<file path="config.mk">
export PLATFORM = sky130hd
export DESIGN_NAME = gdc_top
export DESIGN_NICKNAME = d
export VERILOG_FILES = /design/src/gdc_pkg.sv /design/src/gdc_top.sv
export SDC_FILE = /design/constraint.sdc
export NUM_CORES = 1
export LEC_CHECK = 0
export ABC_CLOCK_PERIOD_IN_PS = 3490
export BUFFER_PORTS_ARGS = -buffer_cell sky130_fd_sc_hd__buf_2
export CORE_MARGIN = 2
export CORE_UTILIZATION = 59
export DETAILED_ROUTE_END_ITERATION = 8
export PLACE_DENSITY = 0.8
export SLEW_MARGIN = 20
export SYNTH_ARGS = -nofsm -noshare
export SYNTH_HDL_FRONTEND = slang
export SYNTH_SLANG_ARGS = --single-unit
export TNS_END_PERCENT = 30
</file>
<file path="constraint.sdc">
create_clock -name aclk -period 3.49 [get_ports aclk]
set_input_delay 0.698 -clock aclk [delete_from_list [all_inputs] [get_ports aclk]]
set_output_delay 0.698 -clock aclk [all_outputs]
set_load 0.02 [all_outputs]
</file>
<file path="src/gdc_pkg.sv">
/*
  Constants for the gate drive timing and shunt amplifier control block:
  register offsets, field positions, reset values and encodings.
  Assumes a single 250 MHz clock and an AXI4-Lite register master.
*/
package gdc_pkg;
  localparam logic [7:0] DRIVE_CFG_OFS = 8'h00;
  localparam logic [7:0] CSA_CFG_OFS = 8'h04;
  localparam logic [7:0] STATUS_OFS = 8'h08;
  localparam logic [7:0] IRQ_MASK_OFS = 8'h0C;
  localparam logic [7:0] CONTROL_OFS = 8'h10;

  localparam int HS_LEVEL_POS = 0;
  localparam int LS_LEVEL_POS = 4;
  localparam int DEAD_POS = 8;
  localparam int WINDOW_POS = 16;
  localparam int CSA_FIELD_W = 4;
  localparam int CSA_GAIN_POS = 0;
  localparam int CSA_BIAS_POS = 2;
  localparam int CSA_CAL_POS = 3;
  localparam int BLANK_POS = 16;
  localparam int ST_FAULT_POS = 0;
  localparam int ST_LATCH_POS = 3;
  localparam int ST_GATES_POS = 4;
  localparam int CLEAR_FAULT_POS = 0;

  localparam logic [3:0] LEVEL_MAX = 4'hB;
  localparam logic [3:0] LEVEL_RST = 4'h0;
  localparam logic [7:0] DEAD_RST = 8'h00;
  localparam logic [7:0] WINDOW_RST = 8'h10;
  localparam logic [7:0] BLANK_RST = 8'h00;
  localparam logic [3:0] CSA_RST = 4'h0;

  localparam logic [1:0] SIDE_NONE = 2'h0;
  localparam logic [1:0] SIDE_HS = 2'h1;
  localparam logic [1:0] SIDE_LS = 2'h2;

  localparam logic [1:0] RESP_OKAY = 2'h0;
  localparam logic [1:0] RESP_SLVERR = 2'h2;

  typedef enum logic [4:0] {
    PH_OFF = 5'h01,
    PH_TOFF = 5'h02,
    PH_DEAD = 5'h04,
    PH_TON = 5'h08,
    PH_HOLD = 5'h10
  } gdc_phase_type;
endpackage

</file>
<file path="src/gdc_top.sv">
/*
  Gate drive timing state machine, gate current settings and shunt
  amplifier control, with an AXI4-Lite register slave and one interrupt.
  Command and gate monitor inputs are pins from outside the clock domain.
*/
`timescale 1ns/1ps
`default_nettype none

// Function
// - Twelve gate current levels, one shared high-side and one shared low-side.
// - Gate current settings are writable at any time, standby or operating.
// - Opposite transistor enabled only after monitor shows conducting one off.
// - Programmed dead time starts only after the handshake has completed.
// - Any command enables strong drive and starts the drive window.
// - Gate not at commanded level at window end flags fault, disables drive.
// - Successful turn-on drops to hold current when the window ends; turn-off drops strong sink once the handshake completes.
// - Window never stretches a pulse; a new command aborts it at once.
// - Each of three amplifiers has its own configuration and calibration.
// - Amplifier gain selectable as 10, 20, 40 or 80.
// - Amplifier output bias is one half or one quarter of reference.
// - Blanking starts on any gate output edge, shared by all amplifiers.
// - A further edge during blanking restarts the interval.
// - Blanking time is zero after reset.
// - Calibration shorts the amplifier inputs and disconnects its load.
// - Calibration is allowed at any time, preferably while switching off.
// - Gate fault turns drivers off, high impedance, fault pin held low.
module gdc_top
  import gdc_pkg::*;
(
  input wire logic aclk,
  input wire logic aresetn,
  input wire logic [7:0] s_axi_awaddr,
  input wire logic s_axi_awvalid,
  output logic s_axi_awready,
  input wire logic [31:0] s_axi_wdata,
  input wire logic [3:0] s_axi_wstrb,
  input wire logic s_axi_wvalid,
  output logic s_axi_wready,
  output logic [1:0] s_axi_bresp,
  output logic s_axi_bvalid,
  input wire logic s_axi_bready,
  input wire logic [7:0] s_axi_araddr,
  input wire logic s_axi_arvalid,
  output logic s_axi_arready,
  output logic [31:0] s_axi_rdata,
  output logic [1:0] s_axi_rresp,
  output logic s_axi_rvalid,
  input wire logic s_axi_rready,
  input wire logic [2:0] high_side_command_inputs,
  input wire logic [2:0] low_side_command_inputs,
  input wire logic [2:0] hs_gate_monitor,
  input wire logic [2:0] ls_gate_monitor,
  output logic [2:0] hs_gate_on,
  output logic [2:0] ls_gate_on,
  output logic [2:0] hs_gate_strong,
  output logic [2:0] ls_gate_strong,
  output logic gate_hiz,
  output logic [3:0] hs_current_level,
  output logic [3:0] ls_current_level,
  output logic [5:0] csa_gain,
  output logic [2:0] csa_bias_quarter,
  output logic [2:0] csa_cal_short,
  output logic csa_blank,
  output logic fault_pin_n_o,
  output logic fault_pin_n_oe,
  output logic irq
);
  import gdc_pkg::*;

  function automatic logic [31:0] merge(input logic [31:0] old,
                                        input logic [31:0] data,
                                        input logic [3:0] strb);
    logic [31:0] res;
    res = old;
    for (int i = 0; i < 4; i++) begin
      if (strb[i]) begin
        res[i*8 +: 8] = data[i*8 +: 8];
      end
    end
    return res;
  endfunction

  function automatic logic [3:0] clamp_level(input logic [3:0] v);
    return (v > LEVEL_MAX) ? LEVEL_MAX : v;
  endfunction

  function automatic logic [1:0] want_side(input logic hs, input logic ls);
    if (hs && !ls) begin
      return SIDE_HS;
    end else if (ls && !hs) begin
      return SIDE_LS;
    end
    return SIDE_NONE;
  endfunction

  function automatic logic mon_ok(input logic [1:0] side, input logic hs,
                                  input logic ls);
    return (side == SIDE_HS) ? (hs && !ls) :
           (side == SIDE_LS) ? (ls && !hs) : (!hs && !ls);
  endfunction

  function automatic logic [7:0] at_least_one(input logic [7:0] v);
    return (v == 8'h00) ? 8'h01 : v;
  endfunction

  // Pin synchronisers: a change counts once stages two and three agree.
  logic [11:0] pin_s1_q, pin_s2_q, pin_s3_q, pin_q;
  always_ff @(posedge aclk) begin
    if (!aresetn) begin
      pin_s1_q <= 12'h000;
      pin_s2_q <= 12'h000;
      pin_s3_q <= 12'h000;
      pin_q <= 12'h000;
    end else begin
      pin_s1_q <= {ls_gate_monitor, hs_gate_monitor,
                   low_side_command_inputs, high_side_command_inputs};
      pin_s2_q <= pin_s1_q;
      pin_s3_q <= pin_s2_q;
      for (int i = 0; i < 12; i++) begin
        if (pin_s2_q[i] == pin_s3_q[i]) begin
          pin_q[i] <= pin_s3_q[i];
        end
      end
    end
  end
  logic [2:0] cmd_hs, cmd_ls, mon_hs, mon_ls;
  assign cmd_hs = pin_q[2:0];
  assign cmd_ls = pin_q[5:3];
  assign mon_hs = pin_q[8:6];
  assign mon_ls = pin_q[11:9];

  // Registers.
  logic [31:0] drive_cfg_q, csa_cfg_q;
  logic [2:0] status_q, mask_q;
  logic fault_q;
  logic [2:0] flt_evt_q;
  logic wr_fire, rd_fire;
  logic [7:0] awaddr_q;
  logic [31:0] wdata_q;
  logic [3:0] wstrb_q;
  logic aw_have_q, w_have_q;

  // Write channel: address and data taken in either order.
  always_ff @(posedge aclk) begin
    if (!aresetn) begin
      aw_have_q <= 1'b0;
      w_have_q <= 1'b0;
      awaddr_q <= 8'h00;
      wdata_q <= 32'h00000000;
      wstrb_q <= 4'h0;
      s_axi_bvalid <= 1'b0;
      s_axi_bresp <= RESP_OKAY;
    end else begin
      if (s_axi_awvalid && s_axi_awready) begin
        aw_have_q <= 1'b1;
        awaddr_q <= s_axi_awaddr;
      end
      if (s_axi_wvalid && s_axi_wready) begin
        w_have_q <= 1'b1;
        wdata_q <= s_axi_wdata;
        wstrb_q <= s_axi_wstrb;
      end
      if (wr_fire) begin
        aw_have_q <= 1'b0;
        w_have_q <= 1'b0;
        s_axi_bvalid <= 1'b1;
        s_axi_bresp <= (awaddr_q[1:0] == 2'h0 && awaddr_q <= CONTROL_OFS) ?
                       RESP_OKAY : RESP_SLVERR;
      end else if (s_axi_bready) begin
        s_axi_bvalid <= 1'b0;
      end
    end
  end
  assign wr_fire = aw_have_q && w_have_q && !s_axi_bvalid;
  assign s_axi_awready = !aw_have_q && aresetn;
  assign s_axi_wready = !w_have_q && aresetn;

  // Settings may change in any state; the gate machine reads them live.
  always_ff @(posedge aclk) begin
    if (!aresetn) begin
      drive_cfg_q <= {8'h00, WINDOW_RST, DEAD_RST, LEVEL_RST, LEVEL_RST};
      csa_cfg_q <= {8'h00, BLANK_RST, 4'h0, CSA_RST, CSA_RST, CSA_RST};
      mask_q <= 3'h0;
    end else if (wr_fire) begin
      unique case (awaddr_q)
        DRIVE_CFG_OFS: drive_cfg_q <= merge(drive_cfg_q, wdata_q, wstrb_q);
        CSA_CFG_OFS: csa_cfg_q <= merge(csa_cfg_q, wdata_q, wstrb_q);
        IRQ_MASK_OFS: mask_q <= 3'(merge({29'h0, mask_q}, wdata_q,
                                         wstrb_q));
        default: ;
      endcase
    end
  end

  logic wr_status, wr_clear;
  assign wr_status = wr_fire && awaddr_q == STATUS_OFS && wstrb_q[0];
  assign wr_clear = wr_fire && awaddr_q == CONTROL_OFS && wstrb_q[0] &&
                    wdata_q[CLEAR_FAULT_POS];

  // Sticky fault status, cleared by writing one; a new event wins.
  always_ff @(posedge aclk) begin
    if (!aresetn) begin
      status_q <= 3'h0;
      irq <= 1'b0;
    end else begin
      status_q <= (status_q & ~(wr_status ? wdata_q[ST_FAULT_POS +: 3] :
                   3'h0)) | flt_evt_q;
      irq <= |(status_q & mask_q);
    end
  end

  // Latched shutdown; the clear command self clears and loses to a new fault.
  always_ff @(posedge aclk) begin
    if (!aresetn) begin
      fault_q <= 1'b0;
      gate_hiz <= 1'b0;
      fault_pin_n_oe <= 1'b0;
      fault_pin_n_o <= 1'b0;
    end else begin
      fault_q <= (|flt_evt_q) || (fault_q && !wr_clear);
      gate_hiz <= (|flt_evt_q) || (fault_q && !wr_clear);
      fault_pin_n_oe <= (|flt_evt_q) || (fault_q && !wr_clear);
      fault_pin_n_o <= 1'b0;
    end
  end

  // Read channel.
  always_ff @(posedge aclk) begin
    if (!aresetn) begin
      s_axi_rvalid <= 1'b0;
      s_axi_rdata <= 32'h00000000;
      s_axi_rresp <= RESP_OKAY;
    end else if (rd_fire) begin
      s_axi_rvalid <= 1'b1;
      s_axi_rresp <= RESP_OKAY;
      unique case (s_axi_araddr)
        DRIVE_CFG_OFS: s_axi_rdata <= drive_cfg_q;
        CSA_CFG_OFS: s_axi_rdata <= csa_cfg_q;
        STATUS_OFS: s_axi_rdata <= {22'h0, ls_gate_on, hs_gate_on,
                                    fault_q, status_q};
        IRQ_MASK_OFS: s_axi_rdata <= {29'h0, mask_q};
        CONTROL_OFS: s_axi_rdata <= 32'h00000000;
        default: begin
          s_axi_rdata <= 32'h00000000;
          s_axi_rresp <= RESP_SLVERR;
        end
      endcase
    end else if (s_axi_rready) begin
      s_axi_rvalid <= 1'b0;
    end
  end
  assign rd_fire = s_axi_arvalid && s_axi_arready;
  assign s_axi_arready = !s_axi_rvalid && aresetn;

  // Shared current levels and per-amplifier controls, held in flops.
  always_ff @(posedge aclk) begin
    if (!aresetn) begin
      hs_current_level <= LEVEL_RST;
      ls_current_level <= LEVEL_RST;
      csa_gain <= 6'h00;
      csa_bias_quarter <= 3'h0;
      csa_cal_short <= 3'h0;
    end else begin
      hs_current_level <= clamp_level(drive_cfg_q[HS_LEVEL_POS +: 4]);
      ls_current_level <= clamp_level(drive_cfg_q[LS_LEVEL_POS +: 4]);
      for (int a = 0; a < 3; a++) begin
        // Gain code 0..3 selects 10, 20, 40 or 80.
        csa_gain[a*2 +: 2] <= csa_cfg_q[a*CSA_FIELD_W + CSA_GAIN_POS +: 2];
        csa_bias_quarter[a] <= csa_cfg_q[a*CSA_FIELD_W + CSA_BIAS_POS];
        // Calibration is honoured even mid-switching.
        csa_cal_short[a] <= csa_cfg_q[a*CSA_FIELD_W + CSA_CAL_POS];
      end
    end
  end

  // Per-phase gate timing machine.
  gdc_phase_type st_q [3];
  logic [1:0] dst_q [3];
  logic [7:0] win_q [3];
  logic [7:0] dead_q [3];
  logic [7:0] win_cfg, dead_cfg;
  assign win_cfg = at_least_one(drive_cfg_q[WINDOW_POS +: 8]);
  assign dead_cfg = drive_cfg_q[DEAD_POS +: 8];

  always_ff @(posedge aclk) begin
    if (!aresetn) begin
      for (int p = 0; p < 3; p++) begin
        st_q[p] <= PH_OFF;
        dst_q[p] <= SIDE_NONE;
        win_q[p] <= 8'h00;
        dead_q[p] <= 8'h00;
      end
      hs_gate_on <= 3'h0;
      ls_gate_on <= 3'h0;
      hs_gate_strong <= 3'h0;
      ls_gate_strong <= 3'h0;
      flt_evt_q <= 3'h0;
    end else begin
      for (int p = 0; p < 3; p++) begin
        flt_evt_q[p] <= 1'b0;
        if (fault_q || (|flt_evt_q)) begin
          st_q[p] <= PH_OFF;
          dst_q[p] <= SIDE_NONE;
          hs_gate_on[p] <= 1'b0;
          ls_gate_on[p] <= 1'b0;
          hs_gate_strong[p] <= 1'b0;
          ls_gate_strong[p] <= 1'b0;
        end else if (want_side(cmd_hs[p], cmd_ls[p]) != dst_q[p]) begin
          // New command: drop the conducting gate with strong sink and
          // restart the window, aborting any window in progress.
          st_q[p] <= PH_TOFF;
          dst_q[p] <= want_side(cmd_hs[p], cmd_ls[p]);
          win_q[p] <= win_cfg;
          hs_gate_strong[p] <= hs_gate_on[p] || hs_gate_strong[p];
          ls_gate_strong[p] <= ls_gate_on[p] || ls_gate_strong[p];
          hs_gate_on[p] <= 1'b0;
          ls_gate_on[p] <= 1'b0;
        end else begin
          unique case (st_q[p])
            PH_OFF, PH_HOLD: ;
            PH_TOFF: begin
              win_q[p] <= win_q[p] - 8'h01;
              if (!mon_hs[p] && !mon_ls[p]) begin
                // Handshake done; dead time only follows it.
                hs_gate_strong[p] <= 1'b0;
                ls_gate_strong[p] <= 1'b0;
                if (dst_q[p] == SIDE_NONE) begin
                  st_q[p] <= PH_HOLD;
                end else begin
                  st_q[p] <= PH_DEAD;
                  dead_q[p] <= dead_cfg;
                end
              end else if (win_q[p] == 8'h01) begin
                flt_evt_q[p] <= 1'b1;
              end
            end
            PH_DEAD: begin
              if (dead_q[p] == 8'h00) begin
                st_q[p] <= PH_TON;
                win_q[p] <= win_cfg;
                hs_gate_on[p] <= dst_q[p] == SIDE_HS;
                ls_gate_on[p] <= dst_q[p] == SIDE_LS;
                hs_gate_strong[p] <= dst_q[p] == SIDE_HS;
                ls_gate_strong[p] <= dst_q[p] == SIDE_LS;
              end else begin
                dead_q[p] <= dead_q[p] - 8'h01;
              end
            end
            PH_TON: begin
              win_q[p] <= win_q[p] - 8'h01;
              if (win_q[p] == 8'h01) begin
                if (mon_ok(dst_q[p], mon_hs[p], mon_ls[p])) begin
                  st_q[p] <= PH_HOLD;
                  hs_gate_strong[p] <= 1'b0;
                  ls_gate_strong[p] <= 1'b0;
                end else begin
                  flt_evt_q[p] <= 1'b1;
                end
              end
            end
          endcase
        end
      end
    end
  end

  // Shared amplifier blanking, restarted by every gate output edge.
  logic [5:0] gates_prev_q;
  logic [7:0] blank_q;
  logic gate_edge;
  assign gate_edge = gates_prev_q != {ls_gate_on, hs_gate_on};
  always_ff @(posedge aclk) begin
    if (!aresetn) begin
      gates_prev_q <= 6'h00;
      blank_q <= 8'h00;
      csa_blank <= 1'b0;
    end else begin
      gates_prev_q <= {ls_gate_on, hs_gate_on};
      if (gate_edge) begin
        blank_q <= csa_cfg_q[BLANK_POS +: 8];
        csa_blank <= csa_cfg_q[BLANK_POS +: 8] != 8'h00;
      end else if (blank_q != 8'h00) begin
        blank_q <= blank_q - 8'h01;
        csa_blank <= blank_q != 8'h01;
      end else begin
        csa_blank <= 1'b0;
      end
    end
  end
endmodule // gdc_top

`default_nettype wire

</file>
==> flow_summary.json <==
{
  "clock-sinks": 321,
  "maxCapViolCount": 0,
  "cts_tree": "yes",
  "layout_commonest_cell": "dfxtp_1",
  "async_flop_share_pct": 0,
  "finalCriticalPeriod_ns": 2.78,
  "rsz0062_at_grt": "no",
  "vias": 10695,
  "holdCritStartpoint": "s_axi_wdata[2]",
  "dr.first_iter.drc_count": 889,
  "clk_latency_ns": 0.55,
  "fin_worst_skew_ns": 0.0196,
  "synth_warnings": 0,
  "top_level_ports": 149,
  "antenna_found_initial": 1,
  "fmax_mhz": 359,
  "rr_startpoint": "dst_q[0][1]",
  "utilization_pct": 68.8,
  "ys.flop_type": "dfxtp_1",
  "die_w_um": 155,
  "gr-total-overflow": 0,
  "drc": 0,
  "ctsHtreeMaxLevel": 1,
  "antenna_cells": 0,
  "grt_usage_pct": 26.7,
  "crit_arrival_ns": 3.05,
  "die_area_mm2": 0.0241,
  "area_delta_synth_final_pct": 14.8,
  "synth_area_mm2": 0.0135,
  "slew_viol_final": 0,
  "cp_top_family": "simple AND/OR/NAND/NOR gates",
  "cts_buffers": 31,
  "cp-start-kind": "flip-flop",
  "cts-root-buf": "clkbuf_16",
  "min_to": "wdata_q[2]",
  "reg2reg_setup_slack_ns": 0.71,
  "reg2reg_depth": 6,
  "grt_max_degree": 199,
  "crit_chain": "nand2b_1, or2_0, a21oi_2, inv_2, nor2_1, a211oi_1",
  "cts_resized": 0,
  "start_util_pct": 59.9,
  "syn_avg_cell_area_um2": 9.56,
  "synth_edf_count": 68,
  "cts.clk_slew.worst_paths_ns": 0.07,
  "first_pass_iters": 6,
  "ant_nets": 0,
  "slew_headroom_pct": 35.5,
  "required_ns": 3.75,
  "min_path_cells": 3,
  "slowest_delay_ns": 0.52,
  "critPathCaptureType": "flip-flop",
  "synth_cell_type_count": 79,
  "min_path_type": "in2reg",
  "clk_path_buf_depth": 3,
  "place_congestion": 0.877,
  "cts_setup_buffers": 0,
  "setup_viol_count_final": 0,
  "dpl.hpwl_um": 22000,
  "core-area_mm2": 0.0226,
  "finalCritPeriodShare_pct": 79.8,
  "final_cell_mix": "253 x dfxtp_1, 186 x nand2_1, 160 x o21ai_0",
  "drive_above_1_share_pct": 16.7,
  "cp_max_fo": 10,
  "syn_inst": 1415,
  "grt_pass1_vias": 10303,
  "ys_ff_latch": 321,
  "cp_num_buf_inv": 1,
  "yosysSeqAreaShare_pct": 52.5,
  "io_buffers": 145,
  "p_leak_nw": 5.93,
  "max-vdd-ir-drop_uv": 470,
  "grt_pass1_wl_um": 52400,
  "hold_viol_final": 0,
  "totalWireLength_um": 32200,
  "nets": 1621,
  "crit_type": "reg2reg",
  "vias_per_cell": 5.80,
  "status": "finished clean",
  "r2r_end": "dead_q[0][3]",
  "hold_buffers": 0,
  "worstMarginPinSlew_ns": 0.966,
  "slowest_stage": "edfxtp_1",
  "routedWlPerCell_um": 17.5,
  "rows": 55,
  "fillers": 1710,
  "p_per_area_mw_per_mm2": 536,
  "die_h_um": 155,
  "fin_setup_tns_ns": 0
}
## worst register-to-register path, stage by stage (launching register included)
cell      delay [ns]
edfxtp_1        0.52
nand2b_1        0.24
or2_0           0.41
a21oi_2         0.50
inv_2           0.19
nor2_1          0.47
a211oi_1        0.18
## layout make-up
| type | count | area (µm²) | share of cell area, % |
|---|---|---|---|
| Sequential cell | 321 | 7110 | 45.8 |
| Multi-Input combinational cell | 992 | 6000 | 38.7 |
| Clock inverter | 17 | 234 | 1.51 |
| Timing Repair Buffer | 166 | 898 | 5.79 |
| Tap cell | 285 | 357 | 2.30 |
| Inverter | 26 | 97.6 | 0.629 |
| Clock buffer | 38 | 832 | 5.36 |
## worst max-delay path by stage
stage,depth (start not counted),start,endpoint
after global placement,7,s_axi_araddr[5],s_axi_rdata[23]
after floorplan,8,dead_q[1][0],win_q[1][0]
after detailed placement,7,s_axi_araddr[5],s_axi_rdata[19]
after global routing,6,dst_q[0][1],dead_q[0][3]
after CTS,6,dst_q[0][1],dead_q[0][3]
final,6,dst_q[0][1],dead_q[0][3]
## cell usage after synthesis (all sizes together), types with 5 or more instances
| cell type | instances | share of area (%) |
|---|---|---|
| a211oi | 45 | 3.0 |
| a21boi | 14 | 0.78 |
| a21oi | 24 | 0.92 |
| a22oi | 24 | 1.3 |
| a31oi | 13 | 0.60 |
| and2 | 63 | 2.9 |
| buf | 24 | 1.0 |
| clkbuf | 54 | 1.5 |
| dfxtp | 253 | 37 |
| edfxtp | 68 | 15 |
| ha | 12 | 1.1 |
| inv | 26 | 0.72 |
| mux2i | 28 | 2.1 |
| nand2 | 186 | 5.2 |
| nand2b | 11 | 0.51 |
| nand3 | 66 | 2.4 |
| nand3b | 6 | 0.33 |
| nand4 | 8 | 0.37 |
| nor2 | 95 | 2.6 |
| nor2b | 33 | 1.5 |
| nor3 | 23 | 0.85 |
| nor3b | 8 | 0.44 |
| nor4 | 17 | 0.90 |
| nor4bb | 5 | 0.37 |
| o211ai | 6 | 0.43 |
| o21a | 5 | 0.28 |
| o21ai | 160 | 5.9 |
| o22ai | 9 | 0.42 |
| or3 | 8 | 0.37 |
| or4 | 7 | 0.44 |
| xnor2 | 25 | 1.6 |
| xor2 | 24 | 1.6 |
## cell families (layout without fill, tap and decap cells)
family / after synthesis / count (layout) / share of synthesized area [%]
mux: 34 / 34 / 2.82
buf+inv: 104 / 247 / 3.27
simple gates: 557 / 557 / 20.6
xor+xnor: 49 / 49 / 3.17
fa+ha+maj: 12 / 12 / 1.11
other cells: 1 / 3 / 0.0277
compound gates: 337 / 337 / 16.5
flops: 321 / 321 / 52.5
## report_power, final
group	switching [mW]	total, mW	internal (mW)
combinational	0.467	0.789	0.322
clock	1.40	3.47	2.07
sequential	0.124	4.07	3.94
## sequential cells by signal, summed over array words and instances (netlist names), 8 cells and up
| signal | count |
|---|---|
| blank_q | 8 |
| pin_s1_q | 12 |
| awaddr_q | 8 |
| st_q | 15 |
| pin_s3_q | 12 |
| drive_cfg_q | 32 |
| wdata_q | 32 |
| dead_q | 24 |
| win_q | 24 |
| csa_cfg_q | 32 |
| pin_s2_q | 12 |
| pin_q | 12 |
| s_axi_rdata | 32 |
## per-layer routing
| layer | track usage [%] | up-vias | wire length, µm |
|---|---|---|---|
| li1 | - | 5276 | - |
| met1 | 35.0 | 5022 | 13500 |
| met2 | 43.9 | 338 | 15200 |
| met3 | 6.41 | 57 | 2760 |
| met4 | 8.08 | 2 | 718 |
| met5 | 0 | - | 10 |
## metrics by stage
stage / power [mW] / hold WS [ns] / cell area, µm² / cells / worst slack (ns)
after floorplan: 4.71 / 0.412 / 13500 / 1417 / 1.02
after global placement: 4.89 / 0.418 / 14500 / 1790 / 0.767
after detailed placement: 4.92 / 0.421 / 14500 / 1790 / 0.674
after CTS: 8.36 / 0.329 / 15500 / 1845 / 0.752
after global routing: 8.63 / 0.339 / 15500 / 1845 / 0.464
final: 8.32 / 0.342 / 15500 / 1845 / 0.705
No activity file was read; power rests on OpenSTA's default activity.
